===== src/logic/ucs_pkg.sv =====
// constants, register map and carrier types for the channel command block
// assumes one device clock; receive shifting and sampling live outside
package ucs_pkg;
  localparam int unsigned ADDR_W = 3;
  // register offsets (index on the plain register port)
  localparam logic [2:0] OFS_A_CMD = 3'h0; // write command, read status
  localparam logic [2:0] OFS_A_HOLD = 3'h1; // write tx hold, read rx hold
  localparam logic [2:0] OFS_B_CMD = 3'h2;
  localparam logic [2:0] OFS_B_HOLD = 3'h3;
  localparam logic [2:0] OFS_B_CLK = 3'h4; // chan_b_clock_select
  localparam logic [2:0] OFS_ISR = 3'h5; // interrupt_status, read only
  // miscellaneous command field codes
  localparam logic [2:0] CMD_NONE = 3'h0;
  localparam logic [2:0] CMD_MR_PTR = 3'h1;
  localparam logic [2:0] CMD_RX_RST = 3'h2;
  localparam logic [2:0] CMD_TX_RST = 3'h3;
  localparam logic [2:0] CMD_ERR_RST = 3'h4;
  localparam logic [2:0] CMD_BRK_CLR = 3'h5;
  localparam logic [2:0] CMD_BRK_GO = 3'h6;
  localparam logic [2:0] CMD_BRK_END = 3'h7;
  // command bit positions
  localparam int unsigned CB_TX_DIS = 3;
  localparam int unsigned CB_TX_EN = 2;
  localparam int unsigned CB_RX_DIS = 1;
  localparam int unsigned CB_RX_EN = 0;
  // interrupt status bit positions
  localparam int unsigned ISR_A_BRK = 2;
  localparam int unsigned ISR_B_BRK = 6;
  // clock select codes
  localparam logic [3:0] CS_TIMER = 4'hD;
  localparam logic [3:0] CS_PIN_16X = 4'hE;
  localparam logic [3:0] CS_PIN_1X = 4'hF;
  // receive fifo positions and transmit frame length
  localparam logic [1:0] FIFO_DEPTH = 2'h3;
  localparam logic [3:0] TX_FRAME = 4'hA;

  typedef enum logic [1:0] {
    CLK_BRG = 2'h0,
    CLK_TIMER = 2'h1,
    CLK_PIN_16X = 2'h2,
    CLK_PIN_1X = 2'h3
  } ucs_clk_src_e;

  typedef enum logic [3:0] {
    BRK_IDLE = 4'h1,
    BRK_WAIT = 4'h2,
    BRK_ON = 4'h4,
    BRK_GUARD = 4'h8
  } ucs_brk_e;

  typedef struct packed {
    ucs_clk_src_e src;
    logic x16;
    logic rate_set;
    logic [3:0] code;
  } ucs_clk_s;

  // one character handed over by the receive shifter
  typedef struct packed {
    logic valid;
    logic brk;
    logic fe;
    logic pe;
    logic ad;
    logic [7:0] data;
  } ucs_rx_s;

  typedef struct packed {
    logic rx_en;
    logic rx_wait;
    logic ovr;
    logic brk_blk;
    logic isr_brk;
    logic mr_first;
    logic hunt;
    logic abort;
    logic tx_en;
    logic tx_pend;
    logic tx_rdy;
    logic tx_emt;
    logic thr_full;
    logic ser;
    ucs_brk_e brk;
    logic [7:0] tx_holding_reg;
    logic [10:0] rsr;
    logic [1:0] cnt;
    logic [2:0][10:0] fifo;
    logic [9:0] tsr;
    logic [3:0] tbits;
  } ucs_chan_s;

  typedef struct packed {
    ucs_chan_s [1:0] ch;
    logic [7:0] csr_b;
    logic [7:0] rdata;
  } ucs_state_s;
endpackage


===== src/logic/ucs_chan_cmd.sv =====
// two-channel command decode and status tracking with chan b clock select
// assumes a synchronous host port and external bit-time ticks per channel
//
// Operation
// - chan b rx clock: 1110 pin two 16x, 1111 pin two 1x.
// - chan b tx clock: 1110 pin five 16x, 1111 pin five 1x.
// - one command write may hold several non-conflicting commands.
// - field 000 does nothing; 001 points mode pointer at first register.
// - field 010 resets receiver: disabled, fifo emptied.
// - field 011 resets the transmitter to its reset state.
// - 100 clears status bits 7..4; 101 clears change-of-break.
// - 110 starts break after queued characters, only when tx enabled; a character in the holding register is not sent and stalls the break.
// - 111 ends break; line high one bit before next character.
// - bit 3 disables tx after draining; bit 2 enables, sets ready.
// - bit 1 stops receiver at once; multidrop keeps receiving.
// - bit 0 enables receiver, start search unless wake-up mode.
// - enable together with disable performs the disable.
// - channel b command and status behave as channel a.
// - break flags one fifo entry, blocks more until line marks.
// - break start and break end both set change-of-break.
// - status bit 6 is the per-character missing stop bit.
// - bit 5 parity error, or address flag in multidrop.
// - bit 4 overrun; waiting character lost; error reset or receiver reset clears.
// - tx empty sets on enable and underrun, clears on load/disable.
// - tx ready clears on load, sets on transfer and enable.
// - fifo full at three entries, stays set while a char waits.
// - rx ready while fifo holds characters.
// - baud codes use shared table; 1101 timer; rate-set bit passes.
//
// Decided for this implementation: the address-and-strobe port and the register offsets.
`timescale 1ns/1ps
module ucs_chan_cmd #(
  parameter int unsigned ADDR_W = ucs_pkg::ADDR_W
) (
  input wire logic i_mclk,
  input wire logic i_rst_b,
  input wire logic i_ce,
  input wire logic [ADDR_W-1:0] i_addr,
  input wire logic [7:0] i_wdata,
  input wire logic i_we,
  input wire logic i_re,
  output logic [7:0] o_rdata,
  input wire ucs_pkg::ucs_rx_s [1:0] i_rx,
  input wire logic [1:0] i_rx_mark,
  input wire logic [1:0] i_bit_tick,
  input wire logic [1:0] i_multidrop,
  input wire logic [1:0] i_wakeup,
  input wire logic [1:0] i_parity_on,
  input wire logic [1:0] i_mr_access,
  input wire logic i_rate_set,
  output logic [1:0] o_serial_out,
  output logic [1:0] o_rx_run,
  output logic [1:0] o_rx_hunt,
  output logic [1:0] o_rx_abort,
  output logic [1:0] o_mr_first,
  output ucs_pkg::ucs_clk_s o_b_rx_clk,
  output ucs_pkg::ucs_clk_s o_b_tx_clk
);
  import ucs_pkg::*;

  initial begin
    if (ADDR_W < 3) begin
      $error("ADDR_W too small for the register map");
    end
  end

  ucs_state_s q, n;
  logic [1:0] wr_cmd, wr_thr, rd_rhr;
  logic [7:0] a_stat;

  function automatic logic [7:0] stat(input ucs_chan_s s);
    stat = {s.fifo[0][10:8], s.ovr, s.tx_emt, s.tx_rdy,
      s.cnt == FIFO_DEPTH, s.cnt != 2'h0};
  endfunction

  function automatic ucs_clk_s clk_dec(input logic [3:0] code,
      input logic rs);
    clk_dec.code = code;
    clk_dec.rate_set = rs;
    clk_dec.x16 = (code != CS_PIN_1X);
    case (code)
      CS_TIMER: clk_dec.src = CLK_TIMER;
      CS_PIN_16X: clk_dec.src = CLK_PIN_16X;
      CS_PIN_1X: clk_dec.src = CLK_PIN_1X;
      default: clk_dec.src = CLK_BRG;
    endcase
  endfunction

  function automatic ucs_chan_s chan_rst();
    chan_rst = '0;
    chan_rst.ser = 1'b1;
    chan_rst.mr_first = 1'b1;
    chan_rst.brk = BRK_IDLE;
  endfunction

  always_comb begin
    wr_cmd[0] = i_we && (i_addr == ADDR_W'(OFS_A_CMD));
    wr_cmd[1] = i_we && (i_addr == ADDR_W'(OFS_B_CMD));
    wr_thr[0] = i_we && (i_addr == ADDR_W'(OFS_A_HOLD));
    wr_thr[1] = i_we && (i_addr == ADDR_W'(OFS_B_HOLD));
    rd_rhr[0] = i_re && (i_addr == ADDR_W'(OFS_A_HOLD));
    rd_rhr[1] = i_re && (i_addr == ADDR_W'(OFS_B_HOLD));
  end

  always_comb begin
    ucs_chan_s s;
    logic [10:0] ent;
    s = '0;
    ent = '0;
    n = q;
    n.rdata = 8'h00;
    if (i_we && (i_addr == ADDR_W'(OFS_B_CLK))) begin
      n.csr_b = i_wdata;
    end
    for (int c = 0; c < 2; c++) begin
      s = q.ch[c];
      s.hunt = 1'b0;
      s.abort = 1'b0;
      // host read pops the head, waiting char drops in behind
      if (rd_rhr[c] && s.cnt != 2'h0) begin
        s.fifo[0] = s.fifo[1];
        s.fifo[1] = s.fifo[2];
        s.fifo[2] = '0;
        s.cnt = s.cnt - 2'h1;
        if (s.rx_wait) begin
          s.fifo[s.cnt] = s.rsr;
          s.cnt = s.cnt + 2'h1;
          s.rx_wait = 1'b0;
        end
      end
      if (i_mr_access[c]) begin
        s.mr_first = 1'b0;
      end
      if (wr_cmd[c]) begin
        case (i_wdata[6:4])
          CMD_NONE: s.mr_first = s.mr_first;
          CMD_MR_PTR: s.mr_first = 1'b1;
          CMD_RX_RST: begin
            s.rx_en = 1'b0;
            s.cnt = 2'h0;
            s.rx_wait = 1'b0;
            s.ovr = 1'b0;
            s.brk_blk = 1'b0;
            s.fifo = '0;
          end
          CMD_TX_RST: begin
            s.tx_en = 1'b0;
            s.tx_pend = 1'b0;
            s.tx_rdy = 1'b0;
            s.tx_emt = 1'b0;
            s.thr_full = 1'b0;
            s.tbits = 4'h0;
            s.ser = 1'b1;
            s.brk = BRK_IDLE;
          end
          CMD_ERR_RST: begin
            s.ovr = 1'b0;
            for (int i = 0; i < 3; i++) begin
              s.fifo[i][10:8] = 3'h0;
            end
          end
          CMD_BRK_CLR: s.isr_brk = 1'b0;
          CMD_BRK_GO: begin
            if (s.tx_en && s.brk == BRK_IDLE) begin
              s.brk = BRK_WAIT;
            end
          end
          CMD_BRK_END: begin
            if (s.brk == BRK_WAIT) begin
              s.brk = BRK_IDLE;
            end else if (s.brk == BRK_ON) begin
              s.brk = BRK_GUARD;
            end
          end
          default: s.brk = s.brk;
        endcase
        // disable is tested first so it wins over a paired enable
        if (i_wdata[CB_TX_DIS]) begin
          s.tx_pend = (s.tx_en || s.tx_pend) &&
            (s.thr_full || s.tbits != 4'h0);
          s.tx_en = 1'b0;
          s.tx_rdy = 1'b0;
          s.tx_emt = 1'b0;
        end else if (i_wdata[CB_TX_EN]) begin
          s.tx_en = 1'b1;
          s.tx_pend = 1'b0;
          s.tx_rdy = !s.thr_full;
          s.tx_emt = !s.thr_full && s.tbits == 4'h0;
        end
        if (i_wdata[CB_RX_DIS]) begin
          s.rx_en = 1'b0;
          s.abort = 1'b1;
        end else if (i_wdata[CB_RX_EN]) begin
          s.rx_en = 1'b1;
          s.hunt = !i_wakeup[c];
        end
      end
      // receive side; multidrop receives even while disabled
      if (i_rx[c].valid && (s.rx_en || i_multidrop[c]) &&
          !s.brk_blk) begin
        ent = {i_rx[c].brk, i_rx[c].fe,
          i_multidrop[c] ? i_rx[c].ad : (i_parity_on[c] && i_rx[c].pe),
          i_rx[c].data};
        if (i_rx[c].brk) begin
          s.brk_blk = 1'b1;
          s.isr_brk = 1'b1;
        end
        if (s.cnt != FIFO_DEPTH) begin
          s.fifo[s.cnt] = ent;
          s.cnt = s.cnt + 2'h1;
        end else if (s.rx_wait) begin
          s.rsr = ent;
          s.ovr = 1'b1;
        end else begin
          s.rsr = ent;
          s.rx_wait = 1'b1;
        end
      end
      if (i_rx_mark[c] && s.brk_blk) begin
        s.brk_blk = 1'b0;
        s.isr_brk = 1'b1;
      end
      // loads while disabled are dropped and never sent
      if (wr_thr[c] && s.tx_en) begin
        s.tx_holding_reg = i_wdata;
        s.thr_full = 1'b1;
        s.tx_rdy = 1'b0;
        s.tx_emt = 1'b0;
      end
      if (i_bit_tick[c]) begin
        if (s.brk == BRK_ON) begin
          s.ser = 1'b0;
        end else if (s.tbits != 4'h0) begin
          s.ser = s.tsr[0];
          s.tsr = {1'b1, s.tsr[9:1]};
          s.tbits = s.tbits - 4'h1;
        end else begin
          s.ser = 1'b1;
          if (s.brk == BRK_GUARD) begin
            s.brk = BRK_IDLE;
          end else if (s.brk == BRK_WAIT && !s.thr_full) begin
            s.brk = BRK_ON;
            s.ser = 1'b0;
          end else if (s.thr_full && s.brk == BRK_IDLE) begin
            s.tsr = {1'b1, s.tx_holding_reg, 1'b0};
            s.tbits = TX_FRAME;
            s.thr_full = 1'b0;
            s.tx_rdy = s.tx_en;
          end else if (!s.thr_full && s.tx_pend) begin
            s.tx_pend = 1'b0;
          end else if (!s.thr_full && s.tx_en) begin
            s.tx_emt = 1'b1;
          end
        end
      end
      n.ch[c] = s;
    end
    if (i_re) begin
      case (i_addr)
        ADDR_W'(OFS_A_CMD): n.rdata = stat(q.ch[0]);
        ADDR_W'(OFS_A_HOLD): n.rdata = q.ch[0].fifo[0][7:0];
        ADDR_W'(OFS_B_CMD): n.rdata = stat(q.ch[1]);
        ADDR_W'(OFS_B_HOLD): n.rdata = q.ch[1].fifo[0][7:0];
        ADDR_W'(OFS_B_CLK): n.rdata = q.csr_b;
        ADDR_W'(OFS_ISR): begin
          n.rdata = 8'h00;
          n.rdata[ISR_A_BRK] = q.ch[0].isr_brk;
          n.rdata[ISR_B_BRK] = q.ch[1].isr_brk;
        end
        default: n.rdata = 8'h00;
      endcase
    end
  end

  always_ff @(posedge i_mclk) begin
    if (!i_rst_b) begin
      q <= '{ch: '{chan_rst(), chan_rst()}, csr_b: 8'h00, rdata: 8'h00};
    end else if (i_ce) begin
      q <= n;
    end
  end

  always_comb begin
    o_rdata = q.rdata;
    a_stat = stat(q.ch[0]);
    for (int c = 0; c < 2; c++) begin
      o_serial_out[c] = q.ch[c].ser;
      o_rx_run[c] = q.ch[c].rx_en || i_multidrop[c];
      o_rx_hunt[c] = q.ch[c].hunt;
      o_rx_abort[c] = q.ch[c].abort;
      o_mr_first[c] = q.ch[c].mr_first;
    end
    o_b_rx_clk = clk_dec(q.csr_b[7:4], i_rate_set);
    o_b_tx_clk = clk_dec(q.csr_b[3:0], i_rate_set);
  end
endmodule


===== config.mk =====
export PLATFORM = sky130hd
export DESIGN_NAME = ucs_chan_cmd
export DESIGN_NICKNAME = d
export VERILOG_FILES = /design/src/logic/ucs_pkg.sv /design/src/logic/ucs_chan_cmd.sv
export SDC_FILE = /design/constraint.sdc
export NUM_CORES = 1
export LEC_CHECK = 0
export ABC_AREA = 0
export BUFFER_PORTS_ARGS = -buffer_cell sky130_fd_sc_hd__buf_2
export CORE_ASPECT_RATIO = 0.7
export CORE_MARGIN = 4
export CORE_UTILIZATION = 28
export DETAILED_ROUTE_END_ITERATION = 16
export PLACE_DENSITY = 0.54
export SETUP_SLACK_MARGIN = 0.4
export SYNTH_ARGS = -nofsm -noshare
export SYNTH_HDL_FRONTEND = slang
export SYNTH_SLANG_ARGS = --single-unit

===== constraint.sdc =====
create_clock -name i_mclk -period 3.1 [get_ports i_mclk]
set_clock_uncertainty 0.15 [all_clocks]
set_input_delay 0 -clock i_mclk [delete_from_list [all_inputs] [get_ports i_mclk]]
set_output_delay 0 -clock i_mclk [all_outputs]
set_load 0.02 [all_outputs]

; ---- After elaboration in Yosys (flattened, before gate mapping)
; Index checks and enable logic that the tools add are counted.
[word_totals]
out_inout_bits = 34
ff_bits = 188
[classes]
muxes = 151
n_addsub = 8
reduce_logical = 76
n_eq_ne = 42
magnitude_cmp = 8
bitwise_logic = 4
[ops]
columns = operator, count
row1 = two-way mux 35 bit, 10
row2 = two-way mux 4 bit, 34
row3 = bitwise mux 33 bit, 4
row4 = two-way mux 14 bit, 8
row5 = demux 11 bit (select 2 bit), 4
row6 = two-way mux 8 bit, 9
row7 = one-hot mux 8 bit (6 select lines), 1
row8 = two-way mux 11 bit, 4
row9 = two-way mux 1 bit, 43
row10 = logical AND 1 bit, 37
row11 = two-way mux 18 bit, 2
row12 = == test 4 bit (second input constant), 8
row13 = two-way mux 3 bit, 8
row14 = two-way mux 6 bit, 4
row15 = one-hot mux 4 bit (3 select lines), 2
row16 = two-way mux 2 bit, 10
row17 = two-way mux 5 bit, 4
row18 = == test 3 bit (second input constant), 6
row19 = two-way mux 9 bit, 2
row20 = == test 4 x 1 -> 1 bit (second input constant), 4
row21 = == test 4 x 2 -> 1 bit (second input constant), 4
row22 = == test 4 x 3 -> 1 bit (second input constant), 4
row23 = nonzero test 2 bit, 8
row24 = nonzero test 4 bit, 4
row25 = 20 further kinds, 65

; ---- Logic depth before layout (Yosys ltp)
; Gate-level depths: netlist (run 1).
[logic_depth]
depth_word = 20
ltp_mapped = 12

; ---- Worst setup path before layout (run 1)
; Ideal clock, no wire load.
[synth_path]
path_kind = register to register
start = register q[63] (netlist bit)
end = register q[44] (netlist bit)
n_path_buf = 1
arrival_ns = 2.351
required_time_ns = 2.876
slack_ns = 0.524
setup_time_ns = 0.074
path_stages_with_launch = 10
period_less_slack_ns = 2.576
path_cell_list = dfxtp_1 inv_1 ha_1 or2_1 a211o_1 a21oi_1 nor4_2 buf_2 or3_1 a31oi_1
[synth_via]
elab_chain_cells = 13
word_cells_on_any_way = 24
cone_classes = add/sub: 2 / order compare: 4 / eq/ne: 1 / mux: 13 / reduce/logical: 4
[synth_lines]
columns = element, line
row1 = "start, declared", ucs_chan_cmd.sv:67  ; ucs_state_s q, n;
row2 = "start signal, assigned", ucs_chan_cmd.sv:277  ; q <= '{ch: '{chan_rst(), chan_rst()}, csr_b: 8'h00, rdata: 8'h00};
row3 = "start signal, assigned", ucs_chan_cmd.sv:279  ; q <= n;
row4 = subtractor 2 x 1 -> 2 bit, ucs_chan_cmd.sv:124  ; s.cnt = s.cnt - 2'h1;
row5 = adder 2 x 1 -> 2 bit (tied with other cells), ucs_chan_cmd.sv:127  ; s.cnt = s.cnt + 2'h1;
row6 = two-way mux 35 bit / logical AND 1 bit (equally long branches), "ucs_chan_cmd.sv:125, ucs_chan_cmd.sv:126"
row7 = two-way mux 35 bit (*), ucs_chan_cmd.sv:120  ; if (rd_rhr[c] && s.cnt != 2'h0) begin
row8 = two-way mux 2 bit / demux 11 bit (select 2 bit) (equally long branches), "ucs_chan_cmd.sv:135, ucs_chan_cmd.sv:126"
row9 = two-way mux 35 bit (*), ucs_chan_cmd.sv:134  ; if (wr_cmd[c]) begin
row10 = less-than comparator 2 x 3 -> 1 bit (not written as such) (tied with other cells), ucs_chan_cmd.sv:209  ; s.fifo[s.cnt] = ent;
row11 = logical AND 1 bit (not written as such) / two-way mux 35 bit (equally long branches), "ucs_chan_cmd.sv:209, ucs_chan_cmd.sv:120"
row12 = two-way mux 11 bit (not written as such) / two-way mux 8 bit (equally long branches), "ucs_chan_cmd.sv:209, ucs_chan_cmd.sv:135"
row13 = demux 11 bit (select 2 bit) / two-way mux 35 bit (equally long branches), "ucs_chan_cmd.sv:209, ucs_chan_cmd.sv:134"
row14 = bitwise mux 33 bit, ucs_chan_cmd.sv:209
row15 = two-way mux 35 bit, ucs_chan_cmd.sv:208  ; if (s.cnt != FIFO_DEPTH) begin
row16 = two-way mux 35 bit (*), ucs_chan_cmd.sv:199  ; if (i_rx[c].valid && (s.rx_en || i_multidrop[c]) &&
; Every way passes the cells marked *; elsewhere a longest branch is shown, timed or not.
; A chain may end at the register's enable or synchronous reset.

; ---- Final worst setup path (run 1)
[layout_path]
start = register q[173] (netlist bit)
end = register q[102] (netlist bit)
[layout_via]
elab_chain_cells = 13
word_cells_on_any_way = 21
cone_classes = eq/ne: 7 / mux: 11 / reduce/logical: 3
[layout_lines]
columns = element, line
row1 = == test 4 x 3 -> 1 bit / == test 4 x 1 -> 1 bit (equally long branches), "ucs_chan_cmd.sv:171, ucs_chan_cmd.sv:164"
row2 = two-way mux 4 bit / logical AND 1 bit (equally long branches), "ucs_chan_cmd.sv:171, ucs_chan_cmd.sv:164"
row3 = two-way mux 4 bit (on tied branches), "ucs_chan_cmd.sv:169, ucs_chan_cmd.sv:164"
row4 = one-hot mux 4 bit (3 select lines), ucs_chan_cmd.sv:135  ; case (i_wdata[6:4])
row5 = two-way mux 18 bit (*), ucs_chan_cmd.sv:134
row6 = == test 4 x 1 -> 1 bit, ucs_chan_cmd.sv:244  ; end else if (s.thr_full && s.brk == BRK_IDLE) begin
row7 = logical AND 1 bit, ucs_chan_cmd.sv:244
row8 = two-way mux 14 bit, ucs_chan_cmd.sv:244
row9 = two-way mux 14 bit, ucs_chan_cmd.sv:241  ; end else if (s.brk == BRK_WAIT && !s.thr_full) begin
row10 = two-way mux 14 bit, ucs_chan_cmd.sv:239  ; if (s.brk == BRK_GUARD) begin
row11 = two-way mux 14 bit, ucs_chan_cmd.sv:233  ; end else if (s.tbits != 4'h0) begin
row12 = two-way mux 4 bit (*), ucs_chan_cmd.sv:231  ; if (s.brk == BRK_ON) begin
row13 = two-way mux 4 bit (*), ucs_chan_cmd.sv:230  ; if (i_bit_tick[c]) begin
; Every way passes the cells marked *; elsewhere a longest branch is shown, timed or not. The select of a mux whose other input is x is not followed.

==> impl_metrics.toml, run 1 <==
[cts]
insertion_delay_ns = 0.46
clockRootBuffer = "clkbuf_16"
clkTransAtPathRegs_ns = 0.07
cts_tree = "yes"
cts_sinks = 188
htree_levels = 4
cts_buffers = 17
clockBufferDepth = 2

[critical_path]
critPathMaxFanout = 8
startpoint_type = "register"
end_kind = "register"
r2r_slack_ns = 0.50
critical_path_class = "reg -> reg"
r2r-start = "q[173]$_SDFFE_PN0P_"
reg2reg_depth = 8
r2r_end = "q[102]$_SDFFE_PN0P_"
cp.arrival_ns = 2.80
critical_path_required_ns = 3.30
worstSetupStartpoint = "q[173]$_SDFFE_PN0P_"

[hold_path]
worstHoldStart = "i_rx[8]"
whs_path_depth = 5
hold_path.class = "in -> reg"
min_to = "q[60]$_SDFFE_PN0P_"

[yosys]
synth.cell_area_sq_um = 11500
syn-num-nets = 1564
synth_seq_cells = 188
synthTopCellsByCount = "nand2_1, dfxtp_1, o21ai_0"
yosysTopAreaCell = "dfxtp_1"
synth_top_area_share_pct = 32.6
synthFlopType = "dfxtp_1"
synth_enable_flop_cells = 0
yosysSeqAreaShare_pct = 32.6
synth-warning-count = 0
synthCells = 1499
synthArstFlopShare_pct = 0
syn_area_per_cell_sq_um = 7.70
yosysMostFrequentCell = "nand2_1"
synth_area_leaders = "dfxtp_1, mux2i_1, nand2_1"
synthDistinctLibCells = 83

[power]
p_leak_nw = 5.20
pwr_density_cell_nw_per_um2 = 413
total_power_mw = 5.70
p_sw_share_pct = 29.3
peakVddDrop_v = 0.000420
netSwitchingPower_mw = 1.67
internal_power_mw = 4.03
power_frac_clock_pct = 38.7
combPwrFrac_pct = 15.9
seq_power_share_pct = 45.4

[place]
gp_congestion = 0.874
place_inst = 2034
place_ws_ns = 0.296
dp_hpwl_um = 27800
port_buffers = 85

[floorplanning]
start_util_pct = 28.7
fp.dieH_um = 178
rows = 61
die_x_um = 251
die-area_sq_um = 44600
ios = 89
coreArea_sq_um = 40200

[layout]
final_cells = 2122
drive_above_1_share_pct = 15.1
syn_to_final_growth_pct = 19.4
fin_nets = 1638

[global_route]
track_usage_pct = 18.0
overflow = 0
grt_pass1_wl_um = 63700
antenna_found_initial = 1
first_global_vias = 11000
grt_max_degree = 98

[timing]
clock.fmax_mhz = 385
setup_viol = 0
fin_crit_sh_pct = 83.8
tightest_slew_ns = 0.709
fin_setup_tns_ns = 0
finalWorstSetupSlack_ns = 0.503
hold_violations = 0
hold_ws_ns = 0.0127
rsz0062_at_grt = "true"
relSlewSlack_pct = 52.6
slew_viol_final = 0
finalWorstPathRequiredPeriod_ns = 2.60

[drt]
drcViolationCount = 0
ant_nets = 0
drtIter0Drc = 1405
first_pass_iters = 5
num_vias = 11900
routedWlPerCell_um = 19.4
drt_wl_total_um = 41100
via_per_inst = 5.59

[status]
status = "finished clean"

[job]
max-cap-violations = 0
## how the worst max path moves through the flow
stage	slack [ns]	depth (start not counted)	endpoint
2_1_floorplan	0.52	9	q[44]$_SDFFE_PN0P_
3_3_place_gp	0.33	9	q[50]$_SDFFE_PN0P_
3_5_place_dp	0.30	9	q[44]$_SDFFE_PN0P_
4_1_cts	0.41	10	a_stat[3]$_SDFFE_PN0P_
5_1_grt	0.38	7	q[108]$_SDFFE_PN0P_
6_report	0.50	8	q[102]$_SDFFE_PN0P_
## cell usage in the layout, fill, tap and decap left out, types with 14 or more instances in the layout
master,n
inv_1,17
mux2i_1,116
o21ai_1,15
dfxtp_1,183
a31oi_1,65
o21ai_0,134
nand4_1,18
nand3_1,65
a211oi_1,41
a21oi_1,97
nand2_1,193
buf_2,82
or3_1,17
clkbuf_16,17
nor2_1,112
a22oi_1,14
buf_4,69
dlygate4sd3_1,50
## stage by stage
step | cell area [sq um] | util (%)
floorplan | 11500 | -
detailed placement | 12600 | 31.2
global route | 13800 | 34.3
CTS | 13600 | 33.9
finish | 13800 | 34.3
global placement | 12600 | 31.2
## layout make-up
type / count / area, sq um
Inverter: 19 / 71.3
Sequential cell: 188 / 3770
Tap cell: 535 / 669
Timing Repair Buffer: 209 / 1550
Clock buffer: 23 / 478
Fill cell: 4213 / 26400
Multi-Input combinational cell: 1138 / 7160
Clock inverter: 9 / 86.3
Antenna cell: 1 / 2.50
## metal layers
metal	share of wire (%)	GRT usage, %	vias to the layer above
met5	0	0	-
met4	1.6	4.76	0
met3	7.1	3.69	49
met2	40	24.6	432
met1	52	28.2	5725
li1	-	-	5660
## logic make-up after synthesis
logic type	Yosys count	synth area share, %
muxes	121	10.7
xor gates and xnor gates	1	0.0759
buffers and inverters	173	6.79
DFF	188	32.6
AOI/OAI and AO/OA	485	26.8
adders and majority gates	10	1.08
and+or+nand+nor	521	21.9
## critical path: stages (launching register included)
cell and delay (ns):
dfxtp_1 0.39, or4b_1 0.57, a211oi_2 0.27, buf_4 0.19
a211oi_1 0.08, buf_4 0.19, a21boi_1 0.28, o21ai_0 0.15
a22o_1 0.22
## power by group through the flow
stage / clock (mW) / sequential (mW) / combinational (mW)
4_1_cts: 2.24 / 2.58 / 0.886
3_5_place_dp: 0 / 2.64 / 0.827
2_1_floorplan: 0 / 2.61 / 0.558
5_1_grt: 2.35 / 2.60 / 0.998
3_3_place_gp: 0 / 2.64 / 0.816
6_report: 2.20 / 2.59 / 0.907
## state kept, by name, indices dropped and copies added (netlist names), 4 cells and up
register and count:
a_stat 6, o_b_rx_clk 4, o_b_tx_clk 4, o_rdata 8, q 158
## repair_timing
action	CTS	global route
resized for setup	3	29
hold endpoints to repair	154	0
setup endpoints to repair	63	120
hold buffers	50	0
setup buffers	0	5
pin swaps	0	3
No activity file was read; power rests on OpenSTA's default activity.
==> run 2: changes to the inputs <==
PLACE_DENSITY = 0.56   (was 0.54)
clock period = 2.3 ns   (was 3.1 ns; I/O delays follow)
==> run 2 against run 1 <==
  * Register-to-register slack got worse by 0.61 ns
  * Critical path type unchanged
  * Cell count grew 7.8%
  * Final area is 20% higher
  * Die area stayed put
  * Sequential share of layout area is 4.4 points lower
  * The flow now finishes with violations (setup timing)
  * Global-route usage grew 1.6 points
  * Non-clock buffer count rose by 159
  * Worst setup slack lost 0.61 ns
==> impl_metrics.toml, run 2 (same netlist as run 1, synthesis figures left out) <==
[layout]
regMostFlops = "q"
largest_reg_flops = 158
fin_nets = 1799
layout_commonest_cell = "nand2_1"
syn_to_final_growth_pct = 43.3
layout_common_cells = "nand2_1, dfxtp_1, buf_4"
final_cells = 2287
final_area_sq_um = 16500
drive_above_1_share_pct = 31.7

[critical_path]
r2r_slack_ns = -0.11
r2r_end = "q[50]$_SDFFE_PN0P_"
critical_path_required_ns = 2.54
critical_path_class = "reg -> reg"
worstSetupStartpoint = "q[63]$_SDFFE_PN0P_"
reg2reg_depth = 9
startpoint_type = "register"
critPathMaxFanout = 21
cp.arrival_ns = 2.65
cp-endpoint = "q[50]$_SDFFE_PN0P_"
end_kind = "register"
r2r-start = "q[63]$_SDFFE_PN0P_"

[place]
place_ws_ns = -0.333
gp_congestion = 0.872
place_inst = 2147
dp_hpwl_um = 29700
port_buffers = 85
placed_cell_area_sq_um = 13800

[drt]
drtIter0Drc = 1314
num_vias = 12700
routedWlPerCell_um = 19.7
via_per_inst = 5.57
drt_wl_total_um = 45100
drcViolationCount = 0
first_pass_iters = 6
ant_nets = 0

[power]
peakVddDrop_v = 0.000542
combPwrFrac_pct = 19.9
netSwitchingPower_mw = 2.49
seq_power_share_pct = 42.3
power_frac_clock_pct = 37.8
p_sw_share_pct = 30.3
pwr_density_cell_nw_per_um2 = 497
p_leak_nw = 6.33
internal_power_mw = 5.74

[cts]
htree_levels = 4
clkTransAtPathRegs_ns = 0.08
clockBufferDepth = 2
insertion_delay_ns = 0.46
cts_sinks = 188
clockRootBuffer = "clkbuf_16"
cts_buffers = 17
cts_tree = "yes"

[floorplanning]
die_x_um = 251
rows = 61
coreArea_sq_um = 40200
die-area_sq_um = 44600
fp.dieH_um = 178
start_util_pct = 28.7
ios = 89

[timing]
tightest_slew_ns = 1.13
slew_viol_final = 0
fin_setup_tns_ns = -2.73
setup_viol = 58
relSlewSlack_pct = 24.3
rsz0062_at_grt = "true"
finalWorstPathRequiredPeriod_ns = 2.41
clock.fmax_mhz = 415
fin_crit_sh_pct = 105
finalWorstSetupSlack_ns = -0.112
hold_ws_ns = 0.0307
hold_violations = 0

[hold_path]
hold_path.class = "in -> reg"
whs_path_depth = 5

[job]
max-cap-violations = 0

[status]
violations = "setup timing"
status = "finished with violations"

[global_route]
grt_max_degree = 128
first_global_vias = 11800
track_usage_pct = 19.6
antenna_found_initial = 5
overflow = 0
grt_pass1_wl_um = 69800
run 2: cell type report:
class | instances | area, sq um
antenna | 5 | 12.5
clock buffer | 22 | 494
clock inverter | 10 | 104
fill | 3983 | 23700
inverter | 19 | 76.3
multi-input combinational | 1140 | 8240
sequential | 188 | 3790
tap | 535 | 669
timing repair buffer | 368 | 3160
run 2: how the worst min path moves through the flow:
stage                     startpoint                         end  slack (ns)
after floorplan           i_rate_set               o_b_rx_clk[4]       -0.04
after global placement    i_rate_set               o_b_rx_clk[4]       -0.15
after detailed placement  i_rate_set               o_b_rx_clk[4]       -0.15
after CTS                 i_wdata[6]  o_b_rx_clk[2]$_SDFFE_PN0P_       0.003
after global routing      i_wdata[6]  o_b_rx_clk[2]$_SDFFE_PN0P_        0.04
final                     i_wdata[6]          q[82]$_SDFFE_PN0P_        0.03
run 2: power by group through the flow:
stage | Sequential (mW) | Combinational, mW | Clock, mW
after CTS | 3.47 | 1.55 | 3.16
after global routing | 3.49 | 1.76 | 3.30
after floorplan | 3.52 | 0.818 | 0
after detailed placement | 3.55 | 1.29 | 0
after global placement | 3.54 | 1.27 | 0
final | 3.48 | 1.64 | 3.11
run 2: repair_timing:
item | 4_1_cts | 5_1_grt
buffers inserted | 35 | 11
cloned | 7 | 0
setup endpoints to repair | 149 | 163
gates resized for setup | 181 | 69
hold endpoints to repair | 155 | 0
pin swaps | 86 | 63
hold buffers | 50 | 0
run 2: metal layers:
| metal | track usage [%] | vias to the layer above | wire [um] | part of all wire (%) |
|---|---|---|---|---|
| li1 | - | 6007 | - | - |
| met1 | 29.8 | 6132 | 21500 | 48 |
| met2 | 27.8 | 555 | 18900 | 42 |
| met3 | 4.37 | 37 | 3940 | 8.8 |
| met4 | 4.99 | 0 | 695 | 1.5 |
| met5 | 0 | - | 0 | 0 |
run 2: worst max-delay path: stages (launching register included):
cell and delay [ns]:
dfxtp_4 0.37, inv_4 0.05, ha_4 0.22, or2_1 0.20, a211o_1 0.30, a21oi_4 0.24, nor4_4 0.09, buf_12 0.17
or3_1 0.37, a31oi_1 0.16
run 2: metrics by stage:
step	util, %	total power, mW
floorplan	-	4.34
global placement	34.3	4.81
detailed placement	34.3	4.84
CTS	40.1	8.18
global route	41.1	8.55
finish	41.1	8.23
==> run 3: changes to the inputs <==
CTS_BUF_LIST = sky130_fd_sc_hd__clkbuf_2   (was not set)
==> run 3 against run 2 <==
  * Clock-buffer cell count fell by 5
  * Flip-flop and latch count did not move
  * Utilization rose by 0.70 points
  * Critical path type unchanged
  * Combinational power rose by 4%
  * The run still ends with setup timing left
  * Global-route usage rose by 0.29 points
  * Wire length rose by 1.6%
  * Maximum frequency fell by 1.5%
  * Final area rose by 1.7%
==> impl_metrics.toml, run 3 (same netlist as run 1, synthesis figures left out) <==
[critical_path]
crit_slowest_cell = "dfxtp_4"
startpoint_type = "register"
cp.arrival_ns = 3.15
critical_path_class = "reg -> reg"
worstSetupStartpoint = "q[63]$_SDFFE_PN0P_"
end_kind = "register"
critical_path_required_ns = 3.01
critPathMaxFanout = 21
crit_chain = "inv_4 > ha_4 > or2_1 > a211o_1 > a21oi_4 > nor4_4 > buf_12 > or3_1 > a31oi_1"
critPathMaxStageDelay_ns = 0.44
r2r-start = "q[63]$_SDFFE_PN0P_"

[timing]
setup_viol = 63
finalWorstPathRequiredPeriod_ns = 2.45
relSlewSlack_pct = 39.4
rsz0062_at_grt = "true"
hold_ws_ns = 0.00542
slew_viol_final = 0
hold_violations = 0
tightest_slew_ns = 0.905
finalWorstSetupSlack_ns = -0.148
fin_crit_sh_pct = 106
clock.fmax_mhz = 408

[floorplanning]
start_util_pct = 28.7
coreArea_sq_um = 40200
rows = 61
ios = 89
fp.dieH_um = 178
die_x_um = 251
die-area_sq_um = 44600

[layout]
largest_reg_flops = 158
fin_nets = 1868
layout_common_cells = "nand2_1, buf_4, dfxtp_1"
finish.utilization_pct = 41.8
syn_to_final_growth_pct = 45.8
regMostFlops = "q"
fill_cells = 4028
layout_commonest_cell = "nand2_1"
drive_above_1_share_pct = 30.6

[cts]
htree_levels = 4
clkTransAtPathRegs_ns = 0.30
clockBufferDepth = 2
cts_buffers = 17
insertion_delay_ns = 0.90
cts_tree = "yes"
clockRootBuffer = "clkbuf_2"
cts_sinks = 188

[power]
p_leak_nw = 6.46
peakVddDrop_v = 0.000296
total_power_mw = 6.92
pwr_density_cell_nw_per_um2 = 411

[global_route]
grt_pass1_wl_um = 70900
antenna_found_initial = 6
track_usage_pct = 19.9
grt_max_degree = 128
first_global_vias = 12100
overflow = 0

[place]
place_ws_ns = -0.333
dp_hpwl_um = 29700
port_buffers = 85
gp_congestion = 0.872

[hold_path]
worstHoldStart = "i_rst_b"
hold_path.class = "in -> reg"

[drt]
ant_nets = 0
drt_wl_total_um = 45800
via_per_inst = 5.48
first_pass_iters = 5
routedWlPerCell_um = 19.4
num_vias = 12900
drcViolationCount = 0
drtIter0Drc = 1325

[status]
violations = "setup timing"
status = "finished with violations"

[job]
max-cap-violations = 0
==> run 3: cell count changes in the layout (fill, tap and decap cells not counted), sizes merged <==
cell and change:
buf +11, clkbuf -5, dlygate4sd3 +58, dlymetal6s2s -1, dlymetal6s4s +1, clkinv +5
diode +3
==> run 3: final cells by class <==
| cell class | count | area (sq um) | share of cell area, % |
|---|---|---|---|
| clock buffers | 17 | 85.1 | 0.506 |
| diodes | 8 | 20.0 | 0.119 |
| repair buffers | 437 | 3890 | 23.1 |
| inverters | 19 | 76.3 | 0.453 |
| multi-input cells | 1140 | 8140 | 48.3 |
| flip-flops and latches | 188 | 3830 | 22.8 |
| well taps | 535 | 669 | 3.98 |
| clock inverters | 15 | 123 | 0.729 |
==> run 3: path summary, 6_finish.rpt <==
| check | endpoint | slack (ns) | depth (start not counted) |
|---|---|---|---|
| worst min-delay path | q[25]$_SDFFE_PN0P_ | 0.005 | 5 |
| worst max register to register | q[50]$_SDFFE_PN0P_ | -0.15 | 9 |
| worst min register to register | q[23]$_SDFFE_PN0P_ | 0.32 | 2 |
| worst max-delay path | q[50]$_SDFFE_PN0P_ | -0.15 | 9 |
==> run 3: worst max-delay path: cells and delay by family, from the launching register on <==
family	cells	cell delay [ns]
AO/OA/AOI/OAI	3	0.69
AND/OR/NAND/NOR	3	0.66
flip-flops	1	0.44
buffers and inverters	2	0.23
adder cells (fa/ha/maj)	1	0.22
==> run 3: stage by stage <==
step | std cells | cell area, sq um | setup TNS [ns]
2_1_floorplan | 1499 | 12000 | 0
3_3_place_gp | 2147 | 13800 | -8.41
5_1_grt | 2359 | 16800 | -10.42
3_5_place_dp | 2147 | 13800 | -10.94
4_1_cts | 2340 | 16400 | -3.24
6_report | 2359 | 16800 | -3.37
==> run 3: repair_timing <==
action | 4_1_cts | 5_1_grt
endpoints found under the hold margin | 190 | 2
endpoints found under the setup margin | 157 | 161
cloned | 8 | 0
buffers inserted | 46 | 10
pin swaps | 83 | 54
gates resized for setup | 197 | 60
hold buffers | 107 | 1
==> run 3: metal layers <==
layer / GRT usage [%] / vias up / wire length [um]
li1: - / 6156 / -
met1: 30.4 / 6221 / 22600
met2: 28.2 / 508 / 19000
met3: 4.95 / 42 / 3510
met4: 3.95 / 0 / 663
met5: 0 / - / 0
==> run 3: where the power goes <==
group          total (mW)  switching, mW  internal [mW]
clock                1.72           1.33          0.397
combinational        1.71          0.939          0.774
sequential           3.48          0.103           3.38
total                6.92           2.37           4.55
